`src/core/pfsa_defs.svh`:
```
// Purpose: Offsets, field positions, reset values and timing for the
//          program flash self-access controller.
// Assumes: 20 MHz core clock, APB register bus with byte addresses.
// Notes:   Definitions only.
`ifndef PFSA_DEFS_SVH
`define PFSA_DEFS_SVH

// Register byte offsets.
`define PFSA_OFF_ADDR 8'h00
`define PFSA_OFF_DATA 8'h04
`define PFSA_OFF_CTRL 8'h08
`define PFSA_OFF_KEY 8'h0c
`define PFSA_OFF_STAT 8'h10

// Control register field positions.
`define PFSA_CTRL_RD 0
`define PFSA_CTRL_WR 1
`define PFSA_CTRL_WRITE_ENABLE_BIT 2
`define PFSA_CTRL_WRITE_ERROR_FLAG 3
`define PFSA_CTRL_FREE 4
`define PFSA_CTRL_LATCH_ONLY_MODE 5
`define PFSA_CTRL_REGS 6

// Status register field positions.
`define PFSA_STAT_DONE 0
`define PFSA_STAT_IE 1

// Reset values.
`define PFSA_RST_CTRL 7'h00
`define PFSA_RST_ADDR 15'h0000
`define PFSA_RST_DATA 14'h0000

// Unlock keys, blank latch value and pointer decode.
`define PFSA_KEY_FIRST 8'h55
`define PFSA_KEY_SECOND 8'haa
`define PFSA_BLANK_WORD 14'h3fff
`define PFSA_PTR_FLASH_BIT 15
`define PFSA_IND_PORT0 16'h0000
`define PFSA_IND_PORT1 16'h0001
`define PFSA_LAST_LATCH 5'h1f

// Timing: clock rate and program or erase duration in microseconds.
`define PFSA_CLK_MHZ 20
`define PFSA_T_OP_US 2000

`endif

```
`src/core/pfsa_pkg.sv`:
```
// Purpose: Types shared by the program flash self-access controller.
// Assumes: Constants come from pfsa_defs.svh.
// Notes:   Types only.
package pfsa_pkg;

  typedef enum logic [2:0] {
    ST_IDLE, ST_RD_ISSUE, ST_RD_TAKE, ST_PROG, ST_WAIT
  } pfsa_state_e;

  typedef enum logic [1:0] {KEY_NONE, KEY_ONE, KEY_TWO} pfsa_key_e;

  // Request to the flash array; prog is a per-word strobe.
  typedef struct packed {
    logic rd;
    logic erase;
    logic prog;
    logic [14:0] addr;
    logic [13:0] wdata;
  } pfsa_flash_req_s;

  // Indirect access from the core through the pointer pair.
  typedef struct packed {
    logic req;
    logic store;
    logic [15:0] ptr;
  } pfsa_ind_req_s;

endpackage

```
`src/core/pfsa_ctrl.sv`:
```
// Purpose: Program flash self-access controller: indirect reads, register
//          reads, row erase, latch loads and row programming.
// Assumes: APB slave with one access cycle; flash array returns read data
//          in the cycle after the rd strobe.
// Notes:   The core is stalled through o_core_stall while busy.
//
// Overview of operation
// Pointer bit 15 high selects flash.
// Pointer at data port reads zero.
// Indirect read stalls briefly, returns one byte.
// Indirect stores never write or erase.
// Write-protect blocks register writes and erases.
// Software sets region, address, then read.
// Read stalls core, data lands next cycle.
// Data pair holds until read or write.
// Read start bit clears itself.
// Unlock is 55h, AAh, then write start.
// Erase or program needs completed unlock.
// Core stalls until operation finishes.
// Disturbed unlock performs no action.
// Software masks interrupts around unlock.
// Erase setup: region, address, erase, enable.
// Protected target clears write start, no erase.
// Erase done sets flag, interrupt if enabled.
// Erase keeps latches and write enable.
// High bits pick row, low five latch.
// Program completion blanks all latches.
// Latch-only mode loads; otherwise programs row.
// Software erases before programming.
// Software modifies rows via RAM image.
// Error flag on protect, reset, broken unlock.
// Invalid region read clears data pair.
// Internal timer sets operation length.
`timescale 1ns/100ps
`include "pfsa_defs.svh"
module pfsa_ctrl #(
  parameter int OP_CYCLES = `PFSA_T_OP_US * `PFSA_CLK_MHZ
) (
  input wire logic i_sys_clk,
  input wire logic i_rst,
  input wire logic i_psel,
  input wire logic i_penable,
  input wire logic i_pwrite,
  input wire logic [7:0] i_paddr,
  input wire logic [31:0] i_pwdata,
  output logic [31:0] o_prdata,
  output logic o_pready,
  output logic o_pslverr,
  input wire pfsa_pkg::pfsa_ind_req_s i_ind,
  output logic [7:0] o_ind_data,
  output logic o_ind_valid,
  output logic o_core_stall,
  input wire logic i_seq_disturb,
  input wire logic i_write_protect,
  output pfsa_pkg::pfsa_flash_req_s o_flash,
  input wire logic [13:0] i_fl_rdata,
  output logic o_done_irq
);
  pfsa_pkg::pfsa_state_e state_reg;
  pfsa_pkg::pfsa_key_e key_reg;
  logic [14:0] adr_reg;
  logic [13:0] data_reg;
  logic [6:0] ctrl_reg;
  logic stat_done_reg;
  logic stat_ie_reg;
  logic ind_src_reg;
  logic [4:0] widx_reg;
  logic is_prog_reg;
  logic setup;
  logic mapped;
  logic wr_acc;
  logic key_wr;
  logic ctrl_wr;
  logic step_ok;
  logic seq_break;
  logic go_wr;
  logic go_rd;
  logic go_erase;
  logic go_prog;
  logic go_latch;
  logic wr_err;
  logic wr_blocked;
  logic rd_valid;
  logic ptr_port;
  logic tmr_start;
  logic tmr_done;
  logic op_end;
  logic rd_take;
  logic [13:0] latch_rdata;
  logic [31:0] rmux;

  // Region-one addresses that hold readable words.
  function automatic logic rd_ok(input logic regs, input logic [14:0] a);
    if (!regs) begin
      rd_ok = 1'b1;
    end else begin
      rd_ok = (a <= 15'h0003) || (a >= 15'h0005 && a <= 15'h000b) ||
              (a >= 15'h0100 && a <= 15'h02ff);
    end
  endfunction

  // Only user IDs and configuration words accept writes in region one.
  function automatic logic wr_prot(input logic regs, input logic [14:0] a,
                                   input logic wp);
    wr_prot = wp || (regs && !((a <= 15'h0003) ||
              (a >= 15'h0007 && a <= 15'h000b)));
  endfunction

  // APB decode; writes take effect in the access phase with pready high.
  assign setup = i_psel && !i_penable;
  assign mapped = (i_paddr == `PFSA_OFF_ADDR) || (i_paddr == `PFSA_OFF_DATA)
               || (i_paddr == `PFSA_OFF_CTRL) || (i_paddr == `PFSA_OFF_KEY)
               || (i_paddr == `PFSA_OFF_STAT);
  assign wr_acc = i_psel && i_penable && i_pwrite && o_pready;
  assign key_wr = wr_acc && (i_paddr == `PFSA_OFF_KEY);
  assign ctrl_wr = wr_acc && (i_paddr == `PFSA_OFF_CTRL);

  // Unlock tracking: any other bus write or a disturbance breaks it.
  always_comb begin
    unique case (key_reg)
      pfsa_pkg::KEY_ONE: step_ok = key_wr &&
                           (i_pwdata[7:0] == `PFSA_KEY_SECOND);
      pfsa_pkg::KEY_TWO: step_ok = ctrl_wr && i_pwdata[`PFSA_CTRL_WR];
      default: step_ok = 1'b0;
    endcase
  end
  assign seq_break = (key_reg != pfsa_pkg::KEY_NONE) &&
                     (i_seq_disturb || (wr_acc && !step_ok));

  // Operation launch; the written control value selects the action.
  assign go_wr = (key_reg == pfsa_pkg::KEY_TWO) && step_ok &&
                 !i_seq_disturb && i_pwdata[`PFSA_CTRL_WRITE_ENABLE_BIT] &&
                 (state_reg == pfsa_pkg::ST_IDLE);
  assign wr_blocked = wr_prot(i_pwdata[`PFSA_CTRL_REGS], adr_reg,
                              i_write_protect);
  assign go_erase = go_wr && i_pwdata[`PFSA_CTRL_FREE] && !wr_blocked;
  assign go_prog = go_wr && !i_pwdata[`PFSA_CTRL_FREE] &&
                   !i_pwdata[`PFSA_CTRL_LATCH_ONLY_MODE] && !wr_blocked;
  assign go_latch = go_wr && !i_pwdata[`PFSA_CTRL_FREE] &&
                    i_pwdata[`PFSA_CTRL_LATCH_ONLY_MODE];
  assign wr_err = go_wr && wr_blocked && !go_latch;
  assign go_rd = ctrl_wr && i_pwdata[`PFSA_CTRL_RD] && !go_wr &&
                 (state_reg == pfsa_pkg::ST_IDLE);
  assign rd_valid = rd_ok(i_pwdata[`PFSA_CTRL_REGS], adr_reg);
  assign ptr_port = (i_ind.ptr == `PFSA_IND_PORT0) ||
                    (i_ind.ptr == `PFSA_IND_PORT1);
  assign tmr_start = (go_erase && !i_seq_disturb) ||
                     (state_reg == pfsa_pkg::ST_PROG &&
                      widx_reg == `PFSA_LAST_LATCH);
  assign op_end = (state_reg == pfsa_pkg::ST_WAIT) && tmr_done;
  assign rd_take = (state_reg == pfsa_pkg::ST_RD_TAKE) && !ind_src_reg;

  // APB answer: registered in setup so the access phase ends at once.
  always_comb begin
    unique case (i_paddr)
      `PFSA_OFF_ADDR: rmux = {17'h0, adr_reg};
      `PFSA_OFF_DATA: rmux = {18'h0, data_reg};
      `PFSA_OFF_CTRL: rmux = {25'h0, ctrl_reg};
      `PFSA_OFF_STAT: rmux = {30'h0, stat_ie_reg, stat_done_reg};
      default: rmux = 32'h0;
    endcase
  end

  always_ff @(posedge i_sys_clk) begin
    if (i_rst) begin
      o_pready <= 1'b0;
      o_pslverr <= 1'b0;
      o_prdata <= 32'h0;
    end else begin
      o_pready <= setup;
      o_pslverr <= setup && !mapped;
      if (setup && !i_pwrite) begin
        o_prdata <= rmux;
      end
    end
  end

  // Unlock key state; a breaking 55h restarts the count.
  always_ff @(posedge i_sys_clk) begin
    if (i_rst) begin
      key_reg <= pfsa_pkg::KEY_NONE;
    end else if (seq_break || (key_reg == pfsa_pkg::KEY_TWO && step_ok)) begin
      key_reg <= (key_wr && !i_seq_disturb &&
                  i_pwdata[7:0] == `PFSA_KEY_FIRST) ?
                 pfsa_pkg::KEY_ONE : pfsa_pkg::KEY_NONE;
    end else if (key_reg == pfsa_pkg::KEY_ONE && step_ok) begin
      key_reg <= pfsa_pkg::KEY_TWO;
    end else if (key_reg == pfsa_pkg::KEY_NONE && key_wr &&
                 !i_seq_disturb && i_pwdata[7:0] == `PFSA_KEY_FIRST) begin
      key_reg <= pfsa_pkg::KEY_ONE;
    end
  end

  // Address register; the core is stalled while it is in use.
  always_ff @(posedge i_sys_clk) begin
    if (i_rst) begin
      adr_reg <= `PFSA_RST_ADDR;
    end else if (wr_acc && i_paddr == `PFSA_OFF_ADDR) begin
      adr_reg <= i_pwdata[14:0];
    end
  end

  // Data pair changes only on a read result or a software write.
  always_ff @(posedge i_sys_clk) begin
    if (i_rst) begin
      data_reg <= `PFSA_RST_DATA;
    end else if (wr_acc && i_paddr == `PFSA_OFF_DATA) begin
      data_reg <= i_pwdata[13:0];
    end else if (go_rd && !rd_valid) begin
      data_reg <= 14'h0;
    end else if (rd_take) begin
      data_reg <= i_fl_rdata;
    end
  end

  // Control register. A reset during a self-write leaves the error flag
  // set so software can tell the row is suspect; hardware sets win.
  always_ff @(posedge i_sys_clk) begin
    if (i_rst) begin
      ctrl_reg <= `PFSA_RST_CTRL;
      ctrl_reg[`PFSA_CTRL_WRITE_ERROR_FLAG] <= (state_reg == pfsa_pkg::ST_PROG) ||
                                    (state_reg == pfsa_pkg::ST_WAIT);
    end else begin
      if (ctrl_wr) begin
        ctrl_reg[`PFSA_CTRL_REGS] <= i_pwdata[`PFSA_CTRL_REGS];
        ctrl_reg[`PFSA_CTRL_LATCH_ONLY_MODE] <= i_pwdata[`PFSA_CTRL_LATCH_ONLY_MODE];
        ctrl_reg[`PFSA_CTRL_FREE] <= i_pwdata[`PFSA_CTRL_FREE];
        ctrl_reg[`PFSA_CTRL_WRITE_ENABLE_BIT] <= i_pwdata[`PFSA_CTRL_WRITE_ENABLE_BIT];
        ctrl_reg[`PFSA_CTRL_WRITE_ERROR_FLAG] <= i_pwdata[`PFSA_CTRL_WRITE_ERROR_FLAG];
      end
      if (go_rd && rd_valid) begin
        ctrl_reg[`PFSA_CTRL_RD] <= 1'b1;
      end else if (rd_take) begin
        ctrl_reg[`PFSA_CTRL_RD] <= 1'b0;
      end
      if (go_erase || go_prog) begin
        ctrl_reg[`PFSA_CTRL_WR] <= 1'b1;
      end else if (op_end || wr_err) begin
        ctrl_reg[`PFSA_CTRL_WR] <= 1'b0;
      end
      if (wr_err || seq_break) begin
        ctrl_reg[`PFSA_CTRL_WRITE_ERROR_FLAG] <= 1'b1;
      end
    end
  end

  // Status: done flag is write-one-to-clear, completion wins the race.
  always_ff @(posedge i_sys_clk) begin
    if (i_rst) begin
      stat_done_reg <= 1'b0;
      stat_ie_reg <= 1'b0;
      o_done_irq <= 1'b0;
    end else begin
      o_done_irq <= stat_done_reg && stat_ie_reg;
      if (wr_acc && i_paddr == `PFSA_OFF_STAT) begin
        stat_ie_reg <= i_pwdata[`PFSA_STAT_IE];
        if (i_pwdata[`PFSA_STAT_DONE]) begin
          stat_done_reg <= 1'b0;
        end
      end
      if (op_end) begin
        stat_done_reg <= 1'b1;
      end
    end
  end

  // Sequencer: reads, erase, row programming and the core stall.
  always_ff @(posedge i_sys_clk) begin
    if (i_rst) begin
      state_reg <= pfsa_pkg::ST_IDLE;
      o_core_stall <= 1'b0;
      o_flash <= '0;
      o_ind_valid <= 1'b0;
      o_ind_data <= 8'h00;
      ind_src_reg <= 1'b0;
      widx_reg <= 5'h00;
      is_prog_reg <= 1'b0;
    end else begin
      o_flash.rd <= 1'b0;
      o_flash.erase <= 1'b0;
      o_flash.prog <= 1'b0;
      o_ind_valid <= 1'b0;
      unique case (state_reg)
        pfsa_pkg::ST_IDLE: begin
          if (go_erase && !i_seq_disturb) begin
            o_flash.erase <= 1'b1;
            o_flash.addr <= {i_pwdata[`PFSA_CTRL_REGS],
                             adr_reg[13:5],
                             5'h00};
            is_prog_reg <= 1'b0;
            o_core_stall <= 1'b1;
            state_reg <= pfsa_pkg::ST_WAIT;
          end else if (go_prog && !i_seq_disturb) begin
            widx_reg <= 5'h00;
            is_prog_reg <= 1'b1;
            o_core_stall <= 1'b1;
            state_reg <= pfsa_pkg::ST_PROG;
          end else if (go_rd && rd_valid) begin
            o_flash.rd <= 1'b1;
            o_flash.addr <= {i_pwdata[`PFSA_CTRL_REGS], adr_reg[13:0]};
            ind_src_reg <= 1'b0;
            o_core_stall <= 1'b1;
            state_reg <= pfsa_pkg::ST_RD_ISSUE;
          end else if (i_ind.req && !i_ind.store) begin
            if (i_ind.ptr[`PFSA_PTR_FLASH_BIT]) begin
              o_flash.rd <= 1'b1;
              o_flash.addr <= i_ind.ptr[14:0];
              ind_src_reg <= 1'b1;
              o_core_stall <= 1'b1;
              state_reg <= pfsa_pkg::ST_RD_ISSUE;
            end else begin
              o_ind_valid <= 1'b1;
              o_ind_data <= 8'h00;
            end
          end
        end
        pfsa_pkg::ST_RD_ISSUE: begin
          state_reg <= pfsa_pkg::ST_RD_TAKE;
        end
        pfsa_pkg::ST_RD_TAKE: begin
          o_core_stall <= 1'b0;
          state_reg <= pfsa_pkg::ST_IDLE;
          if (ind_src_reg) begin
            o_ind_valid <= 1'b1;
            o_ind_data <= i_fl_rdata[7:0];
          end
        end
        pfsa_pkg::ST_PROG: begin
          o_flash.prog <= 1'b1;
          o_flash.addr <= {ctrl_reg[`PFSA_CTRL_REGS], adr_reg[13:5],
                           widx_reg};
          o_flash.wdata <= latch_rdata;
          widx_reg <= widx_reg + 5'h01;
          if (widx_reg == `PFSA_LAST_LATCH) begin
            state_reg <= pfsa_pkg::ST_WAIT;
          end
        end
        pfsa_pkg::ST_WAIT: begin
          if (tmr_done) begin
            o_core_stall <= 1'b0;
            state_reg <= pfsa_pkg::ST_IDLE;
          end
        end
      endcase
    end
  end

  // Latches load in latch-only mode and blank after a row program only.
  pfsa_write_latches u_latches (
    .i_sys_clk(i_sys_clk),
    .i_rst(i_rst),
    .i_load(go_latch && !i_seq_disturb),
    .i_idx(adr_reg[4:0]),
    .i_data(data_reg),
    .i_blank_all(op_end && is_prog_reg),
    .i_rd_idx(widx_reg),
    .o_rd_data(latch_rdata)
  );

  pfsa_op_timer #(.CYCLES(OP_CYCLES)) u_timer (
    .i_sys_clk(i_sys_clk),
    .i_rst(i_rst),
    .i_start(tmr_start),
    .o_done(tmr_done)
  );
endmodule // pfsa_ctrl

```
`src/core/pfsa_write_latches.sv`:
```
// Purpose: The 32 row write latches of 14 bits each.
// Assumes: One load or one blank-all per cycle.
// Notes:   Blank-all wins over a load in the same cycle.
`timescale 1ns/100ps
`include "pfsa_defs.svh"
module pfsa_write_latches (
  input wire logic i_sys_clk,
  input wire logic i_rst,
  input wire logic i_load,
  input wire logic [4:0] i_idx,
  input wire logic [13:0] i_data,
  input wire logic i_blank_all,
  input wire logic [4:0] i_rd_idx,
  output logic [13:0] o_rd_data
);
  logic [13:0] latch_reg [32];

  // Each latch loads when addressed and returns to blank on a row write.
  for (genvar g = 0; g < 32; g++) begin : g_latch
    always_ff @(posedge i_sys_clk) begin
      if (i_rst || i_blank_all) begin
        latch_reg[g] <= `PFSA_BLANK_WORD;
      end else if (i_load && i_idx == 5'(g)) begin
        latch_reg[g] <= i_data;
      end
    end
  end

  assign o_rd_data = latch_reg[i_rd_idx];
endmodule // pfsa_write_latches

```
`src/core/pfsa_op_timer.sv`:
```
// Purpose: Programming timer that holds an operation for a fixed time.
// Assumes: Start is a one-cycle pulse while idle.
// Notes:   Done pulses in the last counted cycle's following edge.
`timescale 1ns/100ps
module pfsa_op_timer #(
  parameter int CYCLES = 40000
) (
  input wire logic i_sys_clk,
  input wire logic i_rst,
  input wire logic i_start,
  output logic o_done
);
  logic [31:0] cnt_reg;

  // Down counter; done fires once when it reaches its last cycle.
  always_ff @(posedge i_sys_clk) begin
    if (i_rst) begin
      cnt_reg <= 32'h0;
      o_done <= 1'b0;
    end else begin
      o_done <= (cnt_reg == 32'h1) && !i_start;
      if (i_start) begin
        cnt_reg <= 32'(CYCLES);
      end else if (cnt_reg != 32'h0) begin
        cnt_reg <= cnt_reg - 32'h1;
      end
    end
  end
endmodule // pfsa_op_timer

```
`config.mk`:
```
export PLATFORM = sky130hd
export DESIGN_NAME = pfsa_ctrl
export DESIGN_NICKNAME = d
export VERILOG_FILES = /design/src/core/pfsa_pkg.sv /design/src/core/pfsa_ctrl.sv /design/src/core/pfsa_write_latches.sv /design/src/core/pfsa_op_timer.sv
export VERILOG_INCLUDE_DIRS = /design/src /design/src/core
export SDC_FILE = /design/constraint.sdc
export NUM_CORES = 1
export LEC_CHECK = 0
export BUFFER_PORTS_ARGS = -buffer_cell sky130_fd_sc_hd__buf_2
export CORE_ASPECT_RATIO = 0.8
export CORE_MARGIN = 8
export CORE_UTILIZATION = 55
export DETAILED_ROUTE_END_ITERATION = 16
export GPL_TIMING_DRIVEN = 0
export PLACE_DENSITY = 0.76
export SLEW_MARGIN = 20
export SYNTH_ARGS = -nofsm -noshare
export SYNTH_HDL_FRONTEND = slang
export SYNTH_HIERARCHICAL = 1
export SYNTH_SLANG_ARGS = --single-unit
export TNS_END_PERCENT = 30
```
`constraint.sdc`:
```
create_clock -name i_sys_clk -period 4.3 [get_ports i_sys_clk]
set_input_delay 0.645 -clock i_sys_clk [delete_from_list [all_inputs] [get_ports i_sys_clk]]
set_output_delay 0.645 -clock i_sys_clk [all_outputs]
set_load 0.1 [all_outputs]
```
==> impl_metrics.ini, run 1 <==
[run_status]
status = finished, violations left
violations = negative setup slack

[cts]
htree_num_levels = 2
cts_tree = done
path_clk_slew_ps = 70
cts-root-buf = clkbuf_16
clock_latency_ps = 660
cts_setup_buffers = 0
cts.path.max_buffers = 3
cts_sinks = 591
numCtsBuffers = 58
ctsHoldBuffers = 0

[critical_path]
cp_cell_sequence = nand4_1 -> or4_4 -> a21o_4 -> nor3_2 -> nand2_1 -> clkbuf_1 -> o21ai_2
crit_family = simple AND/OR/NAND/NOR gates
max_stage_delay_ps = 810
critPathArrivalTime_ps = 4710
cp_slowest_cell = o21ai_2
critPathLaunchType = flip-flop
crit_fanout = 14
critical_path_class = reg -> reg
critPathBufInv = 1
cp-end-kind = flip-flop
crit_required_ps = 4550

[global_routing]
grt_pass1_vias = 20800
grt_max_degree = 18
grt_overflow = 0
grtUsageTotal_pct = 30.0
grt_pass1_wl_um = 131000
antenna_found_initial = 3

[cells_and_area]
fin_nets = 2688
final_core_util_pct = 62.6
final_cell_mix = or3_1 (466), edfxtp_1 (449), mux2i_1 (256), clkbuf_1 (195), buf_2 (147)
drive_above_1_share_pct = 13.8
area_growth_pct = 13.4
layout_commonest_cell = or3_1
largest_reg_flops = 448

[die]
start_util_pct = 55.2
placementRows = 74
core_um2 = 50600
die_x_um = 268
ioPinCount = 156
fp.dieH_um = 218
die_area_um2 = 58400

[place]
place.gp.congestion = 1.05
dp_slack_ps = -1160
place_hpwl_um = 65500
io_buffer_count = 119

[power_and_ir_drop]
ir_drop_v = 0.000591
power_per_cell_area_nw_per_um2 = 448
leakagePower_nw = 10.1
power_mw = 14.2

[routing]
detail-route-antenna-nets = 0
avgRoutedWirePerCell_um = 27.0
drt-vias-per-instance = 6.61
totalWireLength_um = 90300
drcViolationCount = 0
drt-pass1-iter-count = 7
vias = 22100
drtIter0Drc = 3241

[synthesis]
synth_ff_type = edfxtp_1
async_flop_share_pct = 0
ys_warn_count = 6
yosys.cell_types.count = 73
synth_edf_count = 449
syn_area_per_cell_um2 = 11.7
synth-seq-cells = 591
syn_inst = 2395
ys_seq_area_share_pct = 58.4
synth_area_um2 = 28000

[sta]
fin_tns_setup_ps = -9750
period_needed_ps = 4460
max_clock_freq_mhz = 224
skew_ps = 41.0
worst_pin_slew_ps = 1160
rsz0062_at_grt = true
slew_viol_final = 0
period_share_pct = 104
fin_ws_ps = -159
hold_violations = 0
slew_headroom_pct = 22.4
setup_viol = 117

[flow_run]
maxCapViolCount = 0

[hold_path]
min_path_type = in -> reg
[through the flow]
| step | std cells | cell area, um^2 | hold WS, ps |
|---|---|---|---|
| final | 3339 | 31700 | 262 |
| after global routing | 3334 | 31700 | 243 |
| after CTS | 3334 | 31700 | 238 |
| after detailed placement | 3226 | 29700 | 448 |
| after global placement | 3214 | 29500 | 442 |
| after floorplan | 2411 | 28000 | 440 |
[routing by layer]
metal  global-route usage, %  share of wire (%)  vias to the layer above  routed length, um
met2                    44.4                 44                     1622              39400
met1                    40.9                 38                    10700              34000
met5                       0              0.041                        -                 37
met3                    9.79                 15                      246              13200
li1                        -                  -                     9478                  -
met4                    11.3                4.0                        4               3660
[repair_timing]
| item | 4_1_cts | 5_1_grt |
|---|---|---|
| endpoints found under the hold margin | 0 | 0 |
| resized for setup | 1 | 3 |
| setup endpoints to repair | 398 | 128 |
| pin swaps | 0 | 0 |
[layout make-up]
class	count	area [um^2]
Clock inverter	31	407
Timing Repair Buffer	131	719
Multi-Input combinational cell	1540	10400
Fill cell	3946	18900
Buffer	269	1360
Clock buffer	77	1550
Inverter	11	41.3
Sequential cell	591	16300
Antenna cell	5	12.5
Tap cell	684	856
[cells by family after synthesis]
kind of cell               synth area share [%]
DFF                                        58.4
muxes                                      9.48
AOI/OAI and AO/OA                          8.42
buffers and inverters                      5.00
other                                    0.0134
xor gates and xnor gates                  0.251
adders and majority gates                 0.313
and+or+nand+nor                            18.1
[worst reg2reg max path: stages, from the launching register on]
cell	delay [ps]
dfxtp_1	360
nand4_1	400
or4_4	710
a21o_4	240
nor3_2	530
nand2_1	480
clkbuf_1	530
o21ai_2	810
[final timing paths]
check | start | end | slack (ps) | cells past startpoint
setup reg to reg | o_pready | u_latches/latch_reg[24][9] | -160 | 7
hold / removal | i_pwdata[9] | adr_reg[9] | 260 | 3
hold reg to reg | o_flash[11] | o_flash[11] | 450 | 2
setup / recovery | o_pready | u_latches/latch_reg[24][9] | -160 | 7
[power breakdown]
group / total [mW] / leakage (nW) / internal, mW / switching [mW]
Clock: 5.24 / 0.937 / 3.03 / 2.22
Sequential: 6.72 / 5.68 / 6.51 / 0.219
Combinational: 2.24 / 3.44 / 0.701 / 1.53
Total: 14.2 / 10.1 / 10.2 / 3.97
[Yosys cell counts (28+ instances only)]
library cell / number / area share, %
a22oi_1: 82 / 2.2
nor2_1: 72 / 0.97
edfxtp_1: 449 / 48
a31oi_1: 35 / 0.78
nand2_1: 123 / 1.7
a22o_1: 28 / 0.88
nor3_1: 33 / 0.59
dfxtp_1: 142 / 10
o21ai_0: 59 / 1.1
mux2i_1: 256 / 9.2
or3_1: 466 / 10
nand3_1: 69 / 1.2
clkbuf_1: 180 / 2.4
a21oi_1: 94 / 1.7
buf_2: 28 / 0.50
Note: power is estimated with default switching activity, not from simulation.
==> run 2, diff against run 1 <==
- BUFFER_PORTS_ARGS: -buffer_cell sky130_fd_sc_hd__buf_2 -> default
- CORE_UTILIZATION: 55 -> 58
- DONT_BUFFER_PORTS: default -> 1
==> impl_metrics.ini, run 2 (synthesized netlist as in run 1, its figures left out) <==
[routing]
vias = 21900
drtIter0Drc = 3550
drt-pass1-iter-count = 6
met3_length_um = 14400
drt-vias-per-instance = 6.90
drt-met1-wl_um = 35800
highest_layer = met5
avgRoutedWirePerCell_um = 29.5
met2WireLength_um = 39200
drcViolationCount = 0
detail-route-antenna-nets = 0
totalWireLength_um = 93700

[die]
die_x_um = 262
placementRows = 72
ioPinCount = 156
fp.dieH_um = 212
core_um2 = 48000
die_area_um2 = 55500
start_util_pct = 58.2

[hold_path]
min_path_type = in -> reg

[sta]
period_share_pct = 96.0
skew_ps = 38.0
hold_violations = 0
period_needed_ps = 4130
worst_pin_slew_ps = 1180
slew_viol_final = 0
slew_headroom_pct = 21.4
max_clock_freq_mhz = 242
setup_viol = 0

[place]
io_buffer_count = 0
place.gp.congestion = 1.01
place_hpwl_um = 68400

[global_routing]
grt_pass1_wl_um = 135000
antenna_found_initial = 2
grtUsageTotal_pct = 32.9
grt_overflow = 0
grt_pass1_vias = 20400
grt_max_degree = 16

[critical_path]
max_stage_delay_ps = 680
cp_cell_sequence = nand4_1 -> buf_4 -> or4_4 -> a21o_4 -> or4_4 -> buf_6 -> nand2_1 -> or2_2 -> clkbuf_1 -> clkbuf_2 -> clkbuf_1 -> nor2_1
cp-endpoint = u_timer/cnt_reg[2]
rr_startpoint = o_pready
cp-end-kind = flip-flop
worstRegToRegCells = 12
critPathArrivalTime_ps = 4620
critical_path_class = reg -> reg
critPathLaunch = o_pready
r2r_end = u_timer/cnt_reg[2]
critPathLaunchType = flip-flop
cp_slowest_cell = dfxtp_2
crit_fanout = 10
rrSetupSlack_ps = 170
crit_required_ps = 4800

[cts]
cts_tree = done
htree_num_levels = 2
path_clk_slew_ps = 70
cts-root-buf = clkbuf_16
cts_sinks = 591
numCtsBuffers = 58
ctsHoldBuffers = 0
clock_latency_ps = 650
cts.path.max_buffers = 3

[cells_and_area]
layout_commonest_cell = or3_1
final_core_util_pct = 65.2
area_growth_pct = 11.9
fill_cells = 3580
multi_input_area_um2 = 10500
fin_nets = 2573
drive_above_1_share_pct = 10.8
largest_reg_flops = 448
seq_area_um2 = 16300
final_cell_mix = or3_1 (466), edfxtp_1 (449), mux2i_1 (256), clkbuf_1 (183), dfxtp_1 (141)

[power_and_ir_drop]
leakagePower_nw = 9.62
power_mw = 14.4
power_per_cell_area_nw_per_um2 = 461
ir_drop_v = 0.000616

[flow_run]
maxCapViolCount = 0

[run_status]
status = finished clean
run 2: routing by layer:
| layer | GRT usage, % | up-vias |
|---|---|---|
| li1 | - | 9259 |
| met5 | 0 | - |
| met2 | 46.3 | 1672 |
| met1 | 45.9 | 10700 |
| met3 | 11.6 | 262 |
| met4 | 13.5 | 2 |
run 2: timing repair:
action                     in CTS  in global routing
setup endpoints to repair     915                302
pin swaps                       0                  1
resized for setup              16                  0
buffers inserted                0                  2
run 2: per-stage QoR:
stage	setup WS, ps	area [um^2]	setup TNS [ps]	hold WS, ps	instances
after CTS	25.6	31300	0	141	3161
final	173	31300	0	165	3171
after floorplan	-82.6	28000	-11560	440	2411
after global placement	-2230	28800	-1090200	457	3040
after global routing	-6.19	31300	-10.6	157	3163
after detailed placement	-1390	29100	-716080	466	3054
run 2: final cells by class:
type,count,area share [%]
diodes,8,0.0640
plain buffers,269,4.34
clock buffers,72,5.22
clock inverters,35,1.39
inverters,11,0.132
multi-input cells,1540,33.6
flip-flops and latches,591,52.2
well taps,629,2.51
repair buffers,16,0.564
run 2: where the power goes:
group / internal [mW] / switching [mW]
clock network: 3.24 / 2.28
registers: 6.50 / 0.439
logic: 0.671 / 1.30
run 2: worst min path at each step:
stage / startpoint / endpoint / slack, ps / cells past startpoint
4_1_cts: i_pwdata[10] / data_reg[10] / 140 / 2
2_1_floorplan: u_timer/cnt_reg[2] / u_timer/o_done / 440 / 1
6_report: i_pwdata[13] / adr_reg[13] / 160 / 2
3_5_place_dp: u_timer/cnt_reg[13] / u_timer/cnt_reg[13] / 470 / 2
3_3_place_gp: u_timer/cnt_reg[13] / u_timer/cnt_reg[13] / 460 / 2
5_1_grt: i_pwdata[4] / data_reg[4] / 160 / 2
run 2: critical path, delay by kind of cell (launching register included):
family | cells | cell delay [ps]
AND/OR/NAND/NOR | 6 | 1710
flip-flops | 1 | 680
AO/OA/AOI/OAI | 1 | 240
buffers and inverters | 5 | 1370
